$ cat src/inc/stp_pkg.sv
// package: constants and types for the serial terminal port
package stp_pkg;
  localparam int unsigned CLK_HZ = 50_000_000;
  localparam logic [7:0] ADR_CTRL = 8'h00;
  localparam logic [7:0] ADR_FRAME = 8'h04;
  localparam logic [7:0] ADR_MTU = 8'h08;
  localparam logic [7:0] ADR_GAP = 8'h0c;
  localparam logic [7:0] ADR_CTSDLY = 8'h10;
  localparam logic [7:0] ADR_CTSHLD = 8'h14;
  localparam logic [7:0] ADR_TXDATA = 8'h18;
  localparam logic [7:0] ADR_RXDATA = 8'h1c;
  localparam logic [7:0] ADR_STATUS = 8'h20;
  // ctrl fields
  localparam int CTRL_MODE = 0;
  localparam int CTRL_PTYPE = 1;
  localparam int CTRL_FLOW = 3;
  localparam int CTRL_SLEEP = 5;
  localparam int CTRL_LEDON = 6;
  // frame fields
  localparam int FRM_BAUD = 0;
  localparam int FRM_LEN8 = 4;
  localparam int FRM_PAR = 5;
  localparam int FRM_STOP2 = 7;
  localparam logic [3:0] BAUD_RST = 4'h5;
  localparam logic [15:0] MTU_RST = 16'h0200;
  localparam logic [15:0] GAP_RST = 16'h0023;
  localparam logic [15:0] CTS_MS_RST = 16'h0000;
  localparam int unsigned MS_CYC = CLK_HZ / 1000;
  localparam int unsigned LED_S = 10;
  localparam int unsigned LED_CYC = LED_S * CLK_HZ;
  typedef enum logic [1:0] {
    STP_PT_232 = 2'b00, STP_PT_422 = 2'b01,
    STP_PT_485H = 2'b10, STP_PT_485F = 2'b11
  } stp_ptype_t;
  typedef enum logic [1:0] {
    STP_FC_NONE = 2'b00, STP_FC_RTS = 2'b01, STP_FC_KEY = 2'b10
  } stp_flow_t;
  typedef enum logic [1:0] {
    STP_PAR_NONE = 2'b00, STP_PAR_EVEN = 2'b01, STP_PAR_ODD = 2'b10
  } stp_par_t;
  // bit clocks per baud code, 50 MHz / rate
  function automatic logic [17:0] stp_div(input logic [3:0] code);
    case (code)
      4'h0: stp_div = 18'd166667;
      4'h1: stp_div = 18'd83333;
      4'h2: stp_div = 18'd41667;
      4'h3: stp_div = 18'd20833;
      4'h4: stp_div = 18'd10417;
      4'h6: stp_div = 18'd2604;
      4'h7: stp_div = 18'd1302;
      4'h8: stp_div = 18'd868;
      4'h9: stp_div = 18'd434;
      default: stp_div = 18'd5208;
    endcase
  endfunction : stp_div
endpackage : stp_pkg

$ cat src/hdl/stp_char.sv
// character framer: one transmitter and one receiver
`timescale 1ns/1ps
`default_nettype none
module stp_char
  import stp_pkg::*;
(
  input wire logic i_clk,
  input wire logic i_rst,
  input wire logic [17:0] i_div,
  input wire logic i_len8,
  input wire logic [1:0] i_par,
  input wire logic i_stop2,
  input wire logic i_tx_go,
  input wire logic [7:0] i_tx_data,
  output logic o_tx_busy,
  output logic o_txd,
  input wire logic i_rx_en,
  input wire logic i_rxd,
  output logic o_rx_busy,
  output logic o_rx_vld,
  output logic [7:0] o_rx_data,
  output logic o_rx_err
);
  logic [17:0] tcnt_reg;
  logic [3:0] tbit_reg;
  logic [11:0] tsh_reg;
  logic [3:0] tlen;
  logic dpar;
  logic [17:0] rcnt_reg;
  logic [3:0] rbit_reg;
  logic [9:0] rsh_reg;
  logic [3:0] rlen;
  logic rpar;
  assign dpar = (i_len8 ? ^i_tx_data : ^i_tx_data[6:0]) ^ (i_par == 2'b10);
  // bits after start: data, parity, stops
  assign tlen = (i_len8 ? 4'h8 : 4'h7) + ((i_par != 2'b00) ? 4'h1 : 4'h0)
    + (i_stop2 ? 4'h2 : 4'h1);
  assign rlen = (i_len8 ? 4'h8 : 4'h7) + ((i_par != 2'b00) ? 4'h1 : 4'h0);

  // transmit shift: start low, lsb first, parity, high stops
  always_ff @(posedge i_clk or posedge i_rst) begin
    if (i_rst) begin
      tcnt_reg <= 18'h0;
      tbit_reg <= 4'h0;
      tsh_reg <= 12'hfff;
      o_tx_busy <= 1'b0;
      o_txd <= 1'b1;
    end else if (!o_tx_busy) begin
      o_txd <= 1'b1;
      if (i_tx_go) begin
        o_tx_busy <= 1'b1;
        o_txd <= 1'b0;
        tcnt_reg <= i_div - 18'h1;
        tbit_reg <= tlen;
        if (i_len8) begin
          tsh_reg <= (i_par != 2'b00) ? {2'b11, dpar, i_tx_data}
                                      : {3'b111, i_tx_data};
        end else begin
          tsh_reg <= (i_par != 2'b00) ? {3'b111, dpar, i_tx_data[6:0]}
                                      : {4'hf, i_tx_data[6:0]};
        end
      end
    end else if (tcnt_reg != 18'h0) begin
      tcnt_reg <= tcnt_reg - 18'h1;
    end else if (tbit_reg == 4'h0) begin
      o_tx_busy <= 1'b0;
      o_txd <= 1'b1;
    end else begin
      o_txd <= tsh_reg[0];
      tsh_reg <= {1'b1, tsh_reg[11:1]};
      tbit_reg <= tbit_reg - 4'h1;
      tcnt_reg <= i_div - 18'h1;
    end
  end

  // receive: sample mid bit, check parity and first stop
  always_ff @(posedge i_clk or posedge i_rst) begin
    if (i_rst) begin
      rcnt_reg <= 18'h0;
      rbit_reg <= 4'h0;
      rsh_reg <= 10'h0;
      o_rx_busy <= 1'b0;
      o_rx_vld <= 1'b0;
      o_rx_data <= 8'h0;
      o_rx_err <= 1'b0;
    end else begin
      o_rx_vld <= 1'b0;
      if (!o_rx_busy) begin
        if (i_rx_en && !i_rxd) begin
          o_rx_busy <= 1'b1;
          rcnt_reg <= {1'b0, i_div[17:1]};
          rbit_reg <= 4'h0;
        end
      end else if (rcnt_reg != 18'h0) begin
        rcnt_reg <= rcnt_reg - 18'h1;
      end else if (rbit_reg == 4'h0 && i_rxd) begin
        o_rx_busy <= 1'b0; // false start, glitch only
      end else if (rbit_reg == rlen + 4'h1) begin
        o_rx_busy <= 1'b0;
        o_rx_vld <= 1'b1;
        // a parity bit lands on top, pushing the data one place down
        o_rx_data <= i_len8
          ? ((i_par != 2'b00) ? rsh_reg[8:1] : rsh_reg[9:2])
          : ((i_par != 2'b00) ? {1'b0, rsh_reg[8:2]} : {1'b0, rsh_reg[9:3]});
        o_rx_err <= !i_rxd || (rpar != 1'b0);
      end else begin
        if (rbit_reg != 4'h0) begin
          rsh_reg <= {i_rxd, rsh_reg[9:1]};
        end
        rbit_reg <= rbit_reg + 4'h1;
        rcnt_reg <= i_div - 18'h1;
      end
    end
  end
  // parity over data and parity bit; odd expects a set total
  always_comb begin
    rpar = 1'b0;
    if (i_par != 2'b00) begin
      rpar = (^rsh_reg[9:1]) ^ (i_par == 2'b10);
      if (!i_len8) begin
        rpar = (^rsh_reg[9:2]) ^ (i_par == 2'b10);
      end
    end
  end
endmodule : stp_char
`default_nettype wire

$ cat src/hdl/stp_top.sv
// serial terminal port: wishbone registers, flow control, packetiser
//
// Register access over Wishbone and the address map were chosen for this implementation.
`timescale 1ns/1ps
`default_nettype none
module stp_top
  import stp_pkg::*;
#(
  parameter int unsigned MS_CYCLES = MS_CYC,
  parameter int unsigned LED_CYCLES = LED_CYC
) (
  input wire logic I_CLK,
  input wire logic I_RST,
  input wire logic I_WB_CYC,
  input wire logic I_WB_STB,
  input wire logic I_WB_WE,
  input wire logic [7:0] I_WB_ADR,
  input wire logic [3:0] I_WB_SEL,
  input wire logic [31:0] I_WB_DAT,
  output logic [31:0] O_WB_DAT,
  output logic O_WB_ACK,
  input wire logic I_RXD,
  input wire logic I_RTS,
  input wire logic I_PEER_CTS,
  input wire logic I_DSR,
  input wire logic I_BUF_FULL,
  output logic O_TXD,
  output logic O_TX_EN,
  output logic O_CTS,
  output logic O_LINK_LED,
  output logic O_PKT_VLD,
  output logic [7:0] O_PKT_DATA,
  output logic O_PKT_END
);
  logic [6:0] ctrl_reg;
  logic [7:0] frame_reg;
  logic [15:0] mtu_reg;
  logic [15:0] gap_reg;
  logic [15:0] dly_reg;
  logic [15:0] hld_reg;
  logic [7:0] txd_reg;
  logic txfull_reg;
  logic [7:0] rxd_reg;
  logic rxfull_reg;
  logic rxerr_reg;
  logic [2:0] s_rxd_reg, s_rts_reg, s_cts_reg, s_dsr_reg;
  logic rxd_f_reg, rts_f_reg, cts_f_reg, dsr_f_reg;
  logic enabled, asleep;
  logic [1:0] ptype, flow;
  logic [17:0] div;
  logic tx_go, tx_busy, txd, rx_en, rx_busy, rx_vld, rx_err;
  logic [7:0] rx_data;
  logic wr, rd;
  logic [31:0] ms_cnt_reg;
  logic ms_tick;
  logic ms_arm;
  logic [15:0] ms_left_reg;
  logic cts_reg;
  logic key_lead_done;
  logic [1:0] key_st_reg;
  logic [15:0] pkt_cnt_reg;
  logic [31:0] gap_cnt_reg;
  logic [31:0] gap_lim;
  logic pkt_open_reg;
  logic [31:0] led_cnt_reg;

  assign enabled = ctrl_reg[CTRL_MODE];
  assign ptype = ctrl_reg[CTRL_PTYPE +: 2];
  assign flow = ctrl_reg[CTRL_FLOW +: 2];
  assign asleep = ctrl_reg[CTRL_SLEEP];
  assign div = stp_div(frame_reg[FRM_BAUD +: 4]);
  assign wr = I_WB_CYC && I_WB_STB && I_WB_WE && !O_WB_ACK;
  assign rd = I_WB_CYC && I_WB_STB && !I_WB_WE && !O_WB_ACK;

  // wishbone writes, single-cycle ack; low byte lanes carry fields
  always_ff @(posedge I_CLK or posedge I_RST) begin
    if (I_RST) begin
      ctrl_reg <= 7'h00;
      frame_reg <= {1'b0, 2'b00, 1'b1, BAUD_RST};
      mtu_reg <= MTU_RST;
      gap_reg <= GAP_RST;
      dly_reg <= CTS_MS_RST;
      hld_reg <= CTS_MS_RST;
    end else if (wr && I_WB_SEL[0]) begin
      unique case (I_WB_ADR)
        ADR_CTRL: ctrl_reg <= I_WB_DAT[6:0];
        ADR_FRAME: frame_reg <= I_WB_DAT[7:0];
        ADR_MTU: mtu_reg[7:0] <= I_WB_DAT[7:0];
        ADR_GAP: gap_reg[7:0] <= I_WB_DAT[7:0];
        ADR_CTSDLY: dly_reg[7:0] <= I_WB_DAT[7:0];
        ADR_CTSHLD: hld_reg[7:0] <= I_WB_DAT[7:0];
        default: ;
      endcase
      if (I_WB_SEL[1]) begin
        unique case (I_WB_ADR)
          ADR_MTU: mtu_reg[15:8] <= I_WB_DAT[15:8];
          ADR_GAP: gap_reg[15:8] <= I_WB_DAT[15:8];
          ADR_CTSDLY: dly_reg[15:8] <= I_WB_DAT[15:8];
          ADR_CTSHLD: hld_reg[15:8] <= I_WB_DAT[15:8];
          default: ;
        endcase
      end
    end
  end

  // ack and read mux; unmapped reads give zero
  always_ff @(posedge I_CLK or posedge I_RST) begin
    if (I_RST) begin
      O_WB_ACK <= 1'b0;
      O_WB_DAT <= 32'h0;
    end else begin
      O_WB_ACK <= I_WB_CYC && I_WB_STB && !O_WB_ACK;
      O_WB_DAT <= 32'h0;
      if (rd) begin
        unique case (I_WB_ADR)
          ADR_CTRL: O_WB_DAT <= {25'h0, ctrl_reg};
          ADR_FRAME: O_WB_DAT <= {24'h0, frame_reg};
          ADR_MTU: O_WB_DAT <= {16'h0, mtu_reg};
          ADR_GAP: O_WB_DAT <= {16'h0, gap_reg};
          ADR_CTSDLY: O_WB_DAT <= {16'h0, dly_reg};
          ADR_CTSHLD: O_WB_DAT <= {16'h0, hld_reg};
          ADR_RXDATA: O_WB_DAT <= {24'h0, rxd_reg};
          ADR_STATUS: O_WB_DAT <= {27'h0, cts_reg, rxerr_reg, rxfull_reg,
                                   tx_busy, txfull_reg};
          default: O_WB_DAT <= 32'h0;
        endcase
      end
    end
  end

  // tx holding byte; refused writes while full are dropped
  always_ff @(posedge I_CLK or posedge I_RST) begin
    if (I_RST) begin
      txd_reg <= 8'h0;
      txfull_reg <= 1'b0;
    end else if (tx_go) begin
      txfull_reg <= 1'b0;
    end else if (wr && I_WB_SEL[0] && I_WB_ADR == ADR_TXDATA
                 && !txfull_reg && enabled) begin
      txd_reg <= I_WB_DAT[7:0];
      txfull_reg <= 1'b1;
    end
  end

  // rx holding byte; a new char wins over the read that empties it
  always_ff @(posedge I_CLK or posedge I_RST) begin
    if (I_RST) begin
      rxd_reg <= 8'h0;
      rxfull_reg <= 1'b0;
      rxerr_reg <= 1'b0;
    end else if (rx_vld) begin
      rxd_reg <= rx_data;
      rxfull_reg <= 1'b1;
      rxerr_reg <= rx_err;
    end else if (rd && I_WB_ADR == ADR_RXDATA) begin
      rxfull_reg <= 1'b0;
      rxerr_reg <= 1'b0;
    end
  end

  // pin synchronisers: three stages, change taken when last two agree
  always_ff @(posedge I_CLK or posedge I_RST) begin
    if (I_RST) begin
      s_rxd_reg <= 3'b111;
      s_rts_reg <= 3'b000;
      s_cts_reg <= 3'b000;
      s_dsr_reg <= 3'b000;
      rxd_f_reg <= 1'b1;
      rts_f_reg <= 1'b0;
      cts_f_reg <= 1'b0;
      dsr_f_reg <= 1'b0;
    end else begin
      s_rxd_reg <= {s_rxd_reg[1:0], I_RXD};
      s_rts_reg <= {s_rts_reg[1:0], I_RTS};
      s_cts_reg <= {s_cts_reg[1:0], I_PEER_CTS};
      s_dsr_reg <= {s_dsr_reg[1:0], I_DSR};
      if (s_rxd_reg[1] == s_rxd_reg[2]) rxd_f_reg <= s_rxd_reg[2];
      if (s_rts_reg[1] == s_rts_reg[2]) rts_f_reg <= s_rts_reg[2];
      if (s_cts_reg[1] == s_cts_reg[2]) cts_f_reg <= s_cts_reg[2];
      if (s_dsr_reg[1] == s_dsr_reg[2]) dsr_f_reg <= s_dsr_reg[2];
    end
  end

  // millisecond tick shared by delay, lead and hold timers
  always_ff @(posedge I_CLK or posedge I_RST) begin
    if (I_RST) begin
      ms_cnt_reg <= 32'h0;
    end else if (ms_arm || ms_cnt_reg >= MS_CYCLES - 1) begin
      ms_cnt_reg <= 32'h0;
    end else begin
      ms_cnt_reg <= ms_cnt_reg + 32'h1;
    end
  end
  assign ms_tick = (ms_cnt_reg >= MS_CYCLES - 1);
  // restart the tick while a timer is armed, so a delay is never short
  assign ms_arm = !enabled || asleep
    || (flow == STP_FC_RTS && (I_BUF_FULL || rts_f_reg == cts_reg))
    || (flow == STP_FC_KEY && (key_st_reg == 2'b00 || key_st_reg == 2'b10));

  // keying: 0 idle, 1 lead, 2 sending, 3 hold
  assign key_lead_done = (key_st_reg == 2'b10);
  // half duplex blocks tx while a char comes in, and rx while sending
  assign tx_go = txfull_reg && !tx_busy && enabled
    && (flow != STP_FC_KEY || key_lead_done)
    && !(ptype == STP_PT_485H && rx_busy);
  assign rx_en = enabled && !(ptype == STP_PT_485H
    && (tx_busy || txfull_reg));

  // clear-to-send per flow mode; timers count whole milliseconds
  always_ff @(posedge I_CLK or posedge I_RST) begin
    if (I_RST) begin
      cts_reg <= 1'b0;
      key_st_reg <= 2'b00;
      ms_left_reg <= 16'h0;
    end else if (!enabled || asleep) begin
      cts_reg <= 1'b0;
      key_st_reg <= 2'b00;
      ms_left_reg <= 16'h0;
    end else begin
      unique case (flow)
        STP_FC_RTS: begin
          key_st_reg <= 2'b00;
          if (I_BUF_FULL) begin
            cts_reg <= 1'b0;
            ms_left_reg <= dly_reg;
          end else if (rts_f_reg == cts_reg) begin
            ms_left_reg <= dly_reg;
          end else if (ms_left_reg == 16'h0) begin
            cts_reg <= rts_f_reg;
            ms_left_reg <= dly_reg;
          end else if (ms_tick) begin
            ms_left_reg <= ms_left_reg - 16'h1;
          end
        end
        STP_FC_KEY: begin
          unique case (key_st_reg)
            2'b00: begin
              cts_reg <= txfull_reg;
              ms_left_reg <= dly_reg;
              if (txfull_reg) key_st_reg <= 2'b01;
            end
            2'b01: begin
              if (ms_left_reg == 16'h0) key_st_reg <= 2'b10;
              else if (ms_tick) ms_left_reg <= ms_left_reg - 16'h1;
            end
            2'b10: begin
              ms_left_reg <= hld_reg;
              if (!txfull_reg && !tx_busy) key_st_reg <= 2'b11;
            end
            2'b11: begin
              if (txfull_reg) begin
                key_st_reg <= 2'b10;
              end else if (ms_left_reg == 16'h0) begin
                cts_reg <= 1'b0;
                key_st_reg <= 2'b00;
              end else if (ms_tick) begin
                ms_left_reg <= ms_left_reg - 16'h1;
              end
            end
          endcase
        end
        default: begin
          cts_reg <= 1'b1;
          key_st_reg <= 2'b00;
        end
      endcase
    end
  end

  // gap limit in cycles: tenths of a char, char taken as 10 bits
  assign gap_lim = 32'(gap_reg) * 32'(div);

  // packetiser: close on mtu count or idle gap after last byte
  always_ff @(posedge I_CLK or posedge I_RST) begin
    if (I_RST) begin
      pkt_cnt_reg <= 16'h0;
      gap_cnt_reg <= 32'h0;
      pkt_open_reg <= 1'b0;
      O_PKT_VLD <= 1'b0;
      O_PKT_DATA <= 8'h0;
      O_PKT_END <= 1'b0;
    end else begin
      O_PKT_VLD <= 1'b0;
      O_PKT_END <= 1'b0;
      if (rx_vld && enabled) begin
        O_PKT_VLD <= 1'b1;
        O_PKT_DATA <= rx_data;
        gap_cnt_reg <= 32'h0;
        if (pkt_cnt_reg + 16'h1 >= mtu_reg) begin
          O_PKT_END <= 1'b1;
          pkt_cnt_reg <= 16'h0;
          pkt_open_reg <= 1'b0;
        end else begin
          pkt_cnt_reg <= pkt_cnt_reg + 16'h1;
          pkt_open_reg <= 1'b1;
        end
      end else if (pkt_open_reg && !rx_busy) begin
        gap_cnt_reg <= gap_cnt_reg + 32'h1;
        if (gap_cnt_reg >= gap_lim) begin
          O_PKT_END <= 1'b1;
          pkt_cnt_reg <= 16'h0;
          pkt_open_reg <= 1'b0;
        end
      end
    end
  end

  // link led: auto on rs-232 watches peer lines and recent data
  always_ff @(posedge I_CLK or posedge I_RST) begin
    if (I_RST) begin
      led_cnt_reg <= 32'h0;
      O_LINK_LED <= 1'b0;
    end else begin
      if (rx_vld) led_cnt_reg <= LED_CYCLES;
      else if (led_cnt_reg != 32'h0) led_cnt_reg <= led_cnt_reg - 32'h1;
      O_LINK_LED <= ctrl_reg[CTRL_LEDON] || ptype != STP_PT_232
        || cts_f_reg || dsr_f_reg || led_cnt_reg != 32'h0;
    end
  end

  // registered pin outputs
  always_ff @(posedge I_CLK or posedge I_RST) begin
    if (I_RST) begin
      O_TXD <= 1'b1;
      O_CTS <= 1'b0;
      O_TX_EN <= 1'b0;
    end else begin
      O_TXD <= txd;
      O_CTS <= cts_reg;
      O_TX_EN <= tx_busy;
    end
  end

  stp_char u_char (
    .i_clk(I_CLK),
    .i_rst(I_RST),
    .i_div(div),
    .i_len8(frame_reg[FRM_LEN8]),
    .i_par(frame_reg[FRM_PAR +: 2]),
    .i_stop2(frame_reg[FRM_STOP2]),
    .i_tx_go(tx_go),
    .i_tx_data(txd_reg),
    .o_tx_busy(tx_busy),
    .o_txd(txd),
    .i_rx_en(rx_en),
    .i_rxd(rxd_f_reg),
    .o_rx_busy(rx_busy),
    .o_rx_vld(rx_vld),
    .o_rx_data(rx_data),
    .o_rx_err(rx_err)
  );

  AST_NONE_CTS: assert property (@(posedge I_CLK) disable iff (I_RST)
    (enabled && !asleep && flow == STP_FC_NONE) |=> cts_reg)
    else $error("cts not held in no-flow mode");
  AST_SLEEP_CTS: assert property (@(posedge I_CLK) disable iff (I_RST)
    asleep |=> !cts_reg)
    else $error("cts on while asleep");
  AST_FULL_CTS: assert property (@(posedge I_CLK) disable iff (I_RST)
    (enabled && flow == STP_FC_RTS && I_BUF_FULL) |=> !cts_reg)
    else $error("cts on with buffer full");
  AST_RTS_FOLLOW: assert property (@(posedge I_CLK) disable iff (I_RST)
    (enabled && !asleep && flow == STP_FC_RTS && !I_BUF_FULL
     && ms_left_reg == 16'h0 && rts_f_reg != cts_reg)
    |=> cts_reg == $past(rts_f_reg))
    else $error("cts does not follow rts");
  AST_KEY_TX: assert property (@(posedge I_CLK) disable iff (I_RST)
    (flow == STP_FC_KEY && tx_go) |-> cts_reg)
    else $error("keyed send without cts");
  AST_HALF_DUP: assert property (@(posedge I_CLK) disable iff (I_RST)
    (ptype == STP_PT_485H && tx_busy) |-> !$rose(rx_busy))
    else $error("half duplex rx started while sending");
  AST_MTU_END: assert property (@(posedge I_CLK) disable iff (I_RST)
    (O_PKT_VLD && !pkt_open_reg) |-> O_PKT_END)
    else $error("mtu close missing end");
  AST_START_LOW: assert property (@(posedge I_CLK) disable iff (I_RST)
    $rose(tx_busy) |=> !O_TXD)
    else $error("start bit not low");
endmodule : stp_top
`default_nettype wire

$ cat config.mk
export PLATFORM = sky130hd
export DESIGN_NAME = stp_top
export DESIGN_NICKNAME = d
export VERILOG_FILES = /design/src/inc/stp_pkg.sv /design/src/hdl/stp_char.sv /design/src/hdl/stp_top.sv
export SDC_FILE = /design/constraint.sdc
export NUM_CORES = 2
export LEC_CHECK = 0
export BUFFER_PORTS_ARGS = -buffer_cell sky130_fd_sc_hd__clkbuf_2
export CORE_UTILIZATION = 54
export CTS_BUF_LIST = sky130_fd_sc_hd__clkbuf_8 sky130_fd_sc_hd__clkbuf_16
export DETAILED_ROUTE_END_ITERATION = 8
export PLACE_DENSITY = 0.71
export RECOVER_POWER = 100
export SLEW_MARGIN = 20
export SYNTH_ARGS = -nofsm -noshare
export SYNTH_HDL_FRONTEND = slang
export SYNTH_SLANG_ARGS = --single-unit
$ cat constraint.sdc
create_clock -name I_CLK -period 14.2 [get_ports I_CLK]
set_input_delay 3.55 -clock I_CLK [delete_from_list [all_inputs] [get_ports I_CLK]]
set_output_delay 3.55 -clock I_CLK [all_outputs]
set_load 0.01 [all_outputs]
# Yosys cells after proc, flatten, opt, wreduce, memory -nomap -nowiden
# Memory sizes are Yosys's and may differ from the RTL's.
# Index checks and enable logic that the tools add are counted.
# totals
latchBits	0
reg_bits	372
word_cells	308
ram_bits	0
rom_bits	288
n_memories	1
# mem_list
memory	depth	word_bits	rd	rd_ports_with_merged_regs	wr	line_no	rtl
(name not given)	16	18	1	0	0	stp_pkg.sv:43	case (code)
# classes
div	0
n_mul	1
n_reduce_logical	91
order_cmp	3
mux	101
n_bitwise	7
n_addsub	13
eq_ne	39
shifts	0
# ops
op	n
$mux W16	12
$mux W18	9
$mux W32	5
$pmux W16 S8	1
$add A32 B1 Y32 const B	2
$pmux W16 S4	1
$mux W12	5
$sub A18 B1 Y18 const B	3
$mux W1	41
$mux W4	10
$reduce_bool A18 Y1	2
$eq A8 B5 Y1 const B	4
$ge A32 B16 Y1 const B	1
$ge A32 B32 Y1	1
$mul A16 B18 Y32	1
$pmux W16 S2	1
$reduce_bool A32 Y1	1
$sub A32 B1 Y32 const B	1
$logic_and A1 B1 Y1	25
$mux W8	3
$reduce_and A2 Y1	10
$reduce_and A3 Y1	6
$reduce_bool A2 Y1	9
$add A16 B1 Y16 const B	1
other kinds (39)	100

# Depth between registers and ports, before layout
# logic_depth
ltp_word	9
ltp_mapped	39

# Hierarchy
# Synthesis repeated with hierarchy kept, for this count alone.
# hier_totals
cells_unflattened	2955
hier_area_um2	28260.9
# modules_own_cells
mod	area_each_um2	n_inst	cells_each
stp_top	23217.3	1	2407
stp_char	5043.6	1	548

# Worst setup path before layout
# No wires, ideal clock.
# synth_timing
kind	register -> register
start	reg frame_reg[0]
end	reg pkt_cnt_reg[10]
required_time_ns	14.136
n_path_buf	5
path_stages_with_launch	39
path_slack_ns	5.183
t_arrival_ns	8.953
cell_sequence	dfstp_2 -> clkbuf_1 -> inv_1 -> ha_1 -> mux2i_1 -> o21ai_0 -> clkbuf_1 -> clkbuf_1 -> nand2_1 -> fa_1 -> inv_1 -> fa_1 -> inv_1 -> fa_1 -> inv_1 -> fa_1 -> fa_1 -> inv_1 -> [... 3 more ...] -> clkbuf_1 -> a21oi_1 -> o21ai_0 -> a311oi_1 -> o21a_1 -> nor2_1 -> nor2_1 -> mux2i_1 -> o311ai_0 -> ha_1 -> a21o_1 -> a21o_1 -> a21oi_1 -> o21ai_0 -> and3_1 -> o41ai_2 -> clkbuf_1 -> a21o_1
# synth_between
elab_chain_len	5
# synth_rtl
element	line_no	rtl
start: declaration	stp_top.sv:36	logic [7:0] frame_reg;
start signal: assignment	stp_top.sv:79	frame_reg <= {1'b0, 2'b00, 1'b1, BAUD_RST};
start signal: assignment	stp_top.sv:87	ADR_FRAME: frame_reg <= I_WB_DAT[7:0];
$mem_v2 Z16 W18	n/a	
$mul A16 B18 Y32	stp_top.sv:271	assign gap_lim = 32'(gap_reg) * 32'(div);
$ge A32 B32 Y1	stp_top.sv:299	if (gap_cnt_reg >= gap_lim) begin
$reduce_bool A2 Y1 (no line)	n/a	
$reduce_and A2 Y1 (no line)	n/a	
end signal: assignment	stp_top.sv:294	pkt_cnt_reg <= pkt_cnt_reg + 16'h1;
end: declaration	stp_top.sv:61	logic [15:0] pkt_cnt_reg;
# No other way between the ends.
# A chain may end at the register's enable or synchronous reset.

# Final worst setup path
# layout_timing
start	reg frame_reg[0]
end	reg pkt_cnt_reg[4]
# The elaborated chain is that of the path after synthesis.

==> results.toml <==
[detailed_routing]
vias = 21900
post-route-drc-count = 0
wl_per_cell_um = 18.8
ant_nets = 0
drt-vias-per-instance = 5.91
drt-pass1-iter-count = 6
wl_um = 69700
drt_iter0_drc = 1480

[sta]
final.min_clock_period_ns = 11.84
rsz0062_at_grt = "false"
hold_violations = 0
tightest_slew_ns = 6.02
holdWs_ns = 0.348
finalSetupViolCount = 0
max-slew-margin-rel = -3.04
clock_skew_ns = 0.0252
drv_slew = 348
period_share = 0.834
fin_tns_setup_ns = 0
max_freq_mhz = 84.5

[global_routing]
grt_use_met1 = 0.366
grt_pass1_wl_um = 117000
grt_usage = 0.274
grt_pass1_vias = 22600
grtUsageMet2 = 0.461
top_usage_layer = "met2"
antenna_found_initial = 1
grt_util_met3 = 0.0355
grt_max_degree = 140
grt_overflow = 0

[hold_path]
hp-class = "flop to flop"

[clock_network]
cts-root-buf = "clkbuf_16"
cts_tree = "yes"
clkLatencyLatePin_ns = 0.57
post-cts-setup-buffers = 0
clk_pin_slew_ns = 0.06
clockBufferDepth = 3
cts_made_buffers = 38
clock-sinks = 355
cts_max_level = 2
cts_hold_buf = 0
ctsResizeCount = 0

[floorplan]
start_util = 0.546
die_y_um = 230
die_x_um = 230
die_area_mm2 = 0.0528
coreArea_mm2 = 0.0513
rows = 83
top_level_ports = 101

[critical_path]
crit_path_end_kind = "flop"
cp-start-kind = "flop"
path_delay_family = "adder cells"
critPathMaxStageDelay_ns = 1.64
slowest_stage = "nor2_1"
criticalPathCategory = "flop to flop"
cp.arrival_ns = 12.32
crit_required_ns = 14.68
cp_max_fo = 20
crit_top_cell = "fa_1"
cp.buffers_inverters = 5

[layout]
final_cells = 3705
mostFrequentLayoutCell = "nand2_1"
syn_to_final_growth_pct = 7.44
fillers = 4411
antennaDiodeCount = 0
drive_gt1_frac = 0.0826
layout.cells.most_common_list = "nand2_1 (367), inv_1 (333), dfrtp_1 (330), fa_1 (223), nor2_1 (171)"
seqCellArea_mm2 = 0.00891
fin_nets = 3440
multi_input_area_mm2 = 0.0173

[placed_design]
place_congestion = 0.870
placed_cells = 3635
io_buffers = 66
hpwl_um = 50000

[yosys]
synth_ff_type = "dfrtp_1"
async_reset_ff_frac = 1.00
yosysUniqueCellTypes = 85
yosysSeqAreaShare = 0.318
synth_area_mm2 = 0.0280
synth-seq-cells = 355
ys_warn_count = 0
syn_inst = 2984
synth_edf_count = 0
avgSynthCellArea_um2 = 9.39

[outcome]
status = "finished with violations"
violations = "capacitance limit, slew limit"

[flow_run]
cap_violations = 7

[power_and_ir_drop]
powerDensity_mw_per_mm2 = 84.4
p_leak_uw = 0.0146
peakVddDrop_mv = 0.104
power_uw = 2540
==> worst register-to-register path, delay by kind of cell (launching register included) <==
kind,cells,cell delay [ns]
buffers and inverters,5,1.05
adders and majority gates,9,4.44
DFF,1,0.53
and+or+nand+nor,8,3.18
muxes,1,0.20
AOI/OAI and AO/OA,11,2.36
==> power breakdown <==
part	total, uW	internal (uW)	switching (uW)
Combinational	351	125	226
Sequential	1160	1090	66.5
Clock	1030	601	430
Total	2540	1820	723
==> layer usage <==
metal  wire (um)  share of wire  vias to the layer above
met5           0              0                        -
met4        2180          0.031                        0
met3        4110          0.059                      142
met2       34200           0.49                      721
met1       29200           0.42                    11000
li1            -              -                     9981
==> worst paths after layout <==
kind                       depth (start not counted)                     endpoint  slack [ns]                startpoint
max in group asynchronous                          5  gap_cnt_reg[10]$_DFFE_PP0P_        3.58                     I_RST
max                                               34   pkt_cnt_reg[4]$_DFFE_PP0P_        2.36  frame_reg[0]$_DFFE_PP1P_
max reg2reg                                       34   pkt_cnt_reg[4]$_DFFE_PP0P_        2.36  frame_reg[0]$_DFFE_PP1P_
min                                                0       s_cts_reg[1]$_DFF_PP0_        0.35    s_cts_reg[0]$_DFF_PP0_
min in group asynchronous                          2       s_cts_reg[2]$_DFF_PP0_        4.83                     I_RST
min reg2reg                                        0       s_cts_reg[1]$_DFF_PP0_        0.35    s_cts_reg[0]$_DFF_PP0_
==> cells by family (layout without fill, tap and decap cells) <==
group,after synthesis,count (layout),share of synthesized area
compound gates,498,498,0.116
flops,355,355,0.318
fa+ha+maj,394,394,0.235
xor+xnor,130,130,0.0407
buf+inv,482,492,0.0674
other cells,1,32,0.000134
mux,117,117,0.0460
simple gates,1007,1007,0.176
==> synth_stat cells (all sizes together), types with 25 or more instances <==
| cell type | number | area (um2) |
|---|---|---|
| a21o | 43 | 323 |
| a21oi | 101 | 509 |
| a22oi | 39 | 293 |
| and2 | 127 | 795 |
| and3 | 43 | 270 |
| buf | 25 | 171 |
| clkbuf | 127 | 477 |
| dfrtp | 330 | 8260 |
| dfstp | 25 | 657 |
| fa | 223 | 4460 |
| ha | 167 | 2090 |
| inv | 328 | 1230 |
| mux2 | 94 | 1060 |
| nand2 | 367 | 1380 |
| nand2b | 32 | 200 |
| nand3 | 67 | 335 |
| nor2 | 173 | 649 |
| nor2b | 28 | 175 |
| nor3 | 50 | 255 |
| nor4 | 28 | 206 |
| o21ai | 144 | 721 |
| or3 | 25 | 161 |
| xnor2 | 67 | 587 |
| xor2 | 63 | 552 |
==> layout make-up <==
cell class | instances | share of cell area
Tap cell | 680 | 0.0283
Sequential cell | 355 | 0.296
Inverter | 330 | 0.0412
Timing Repair Buffer | 93 | 0.0158
Clock inverter | 21 | 0.00724
Clock buffer | 48 | 0.0362
Multi-Input combinational cell | 2178 | 0.575
==> metrics by stage <==
step	setup slack, ns	area, um2	utilization
4_1_cts	3.46	30200	0.589
3_5_place_dp	3.53	28900	0.563
6_report	2.36	30100	0.587
3_3_place_gp	3.64	28900	0.563
5_1_grt	1.77	30100	0.587
2_1_floorplan	0.843	28100	-
Power figures use the tool's default switching activity.
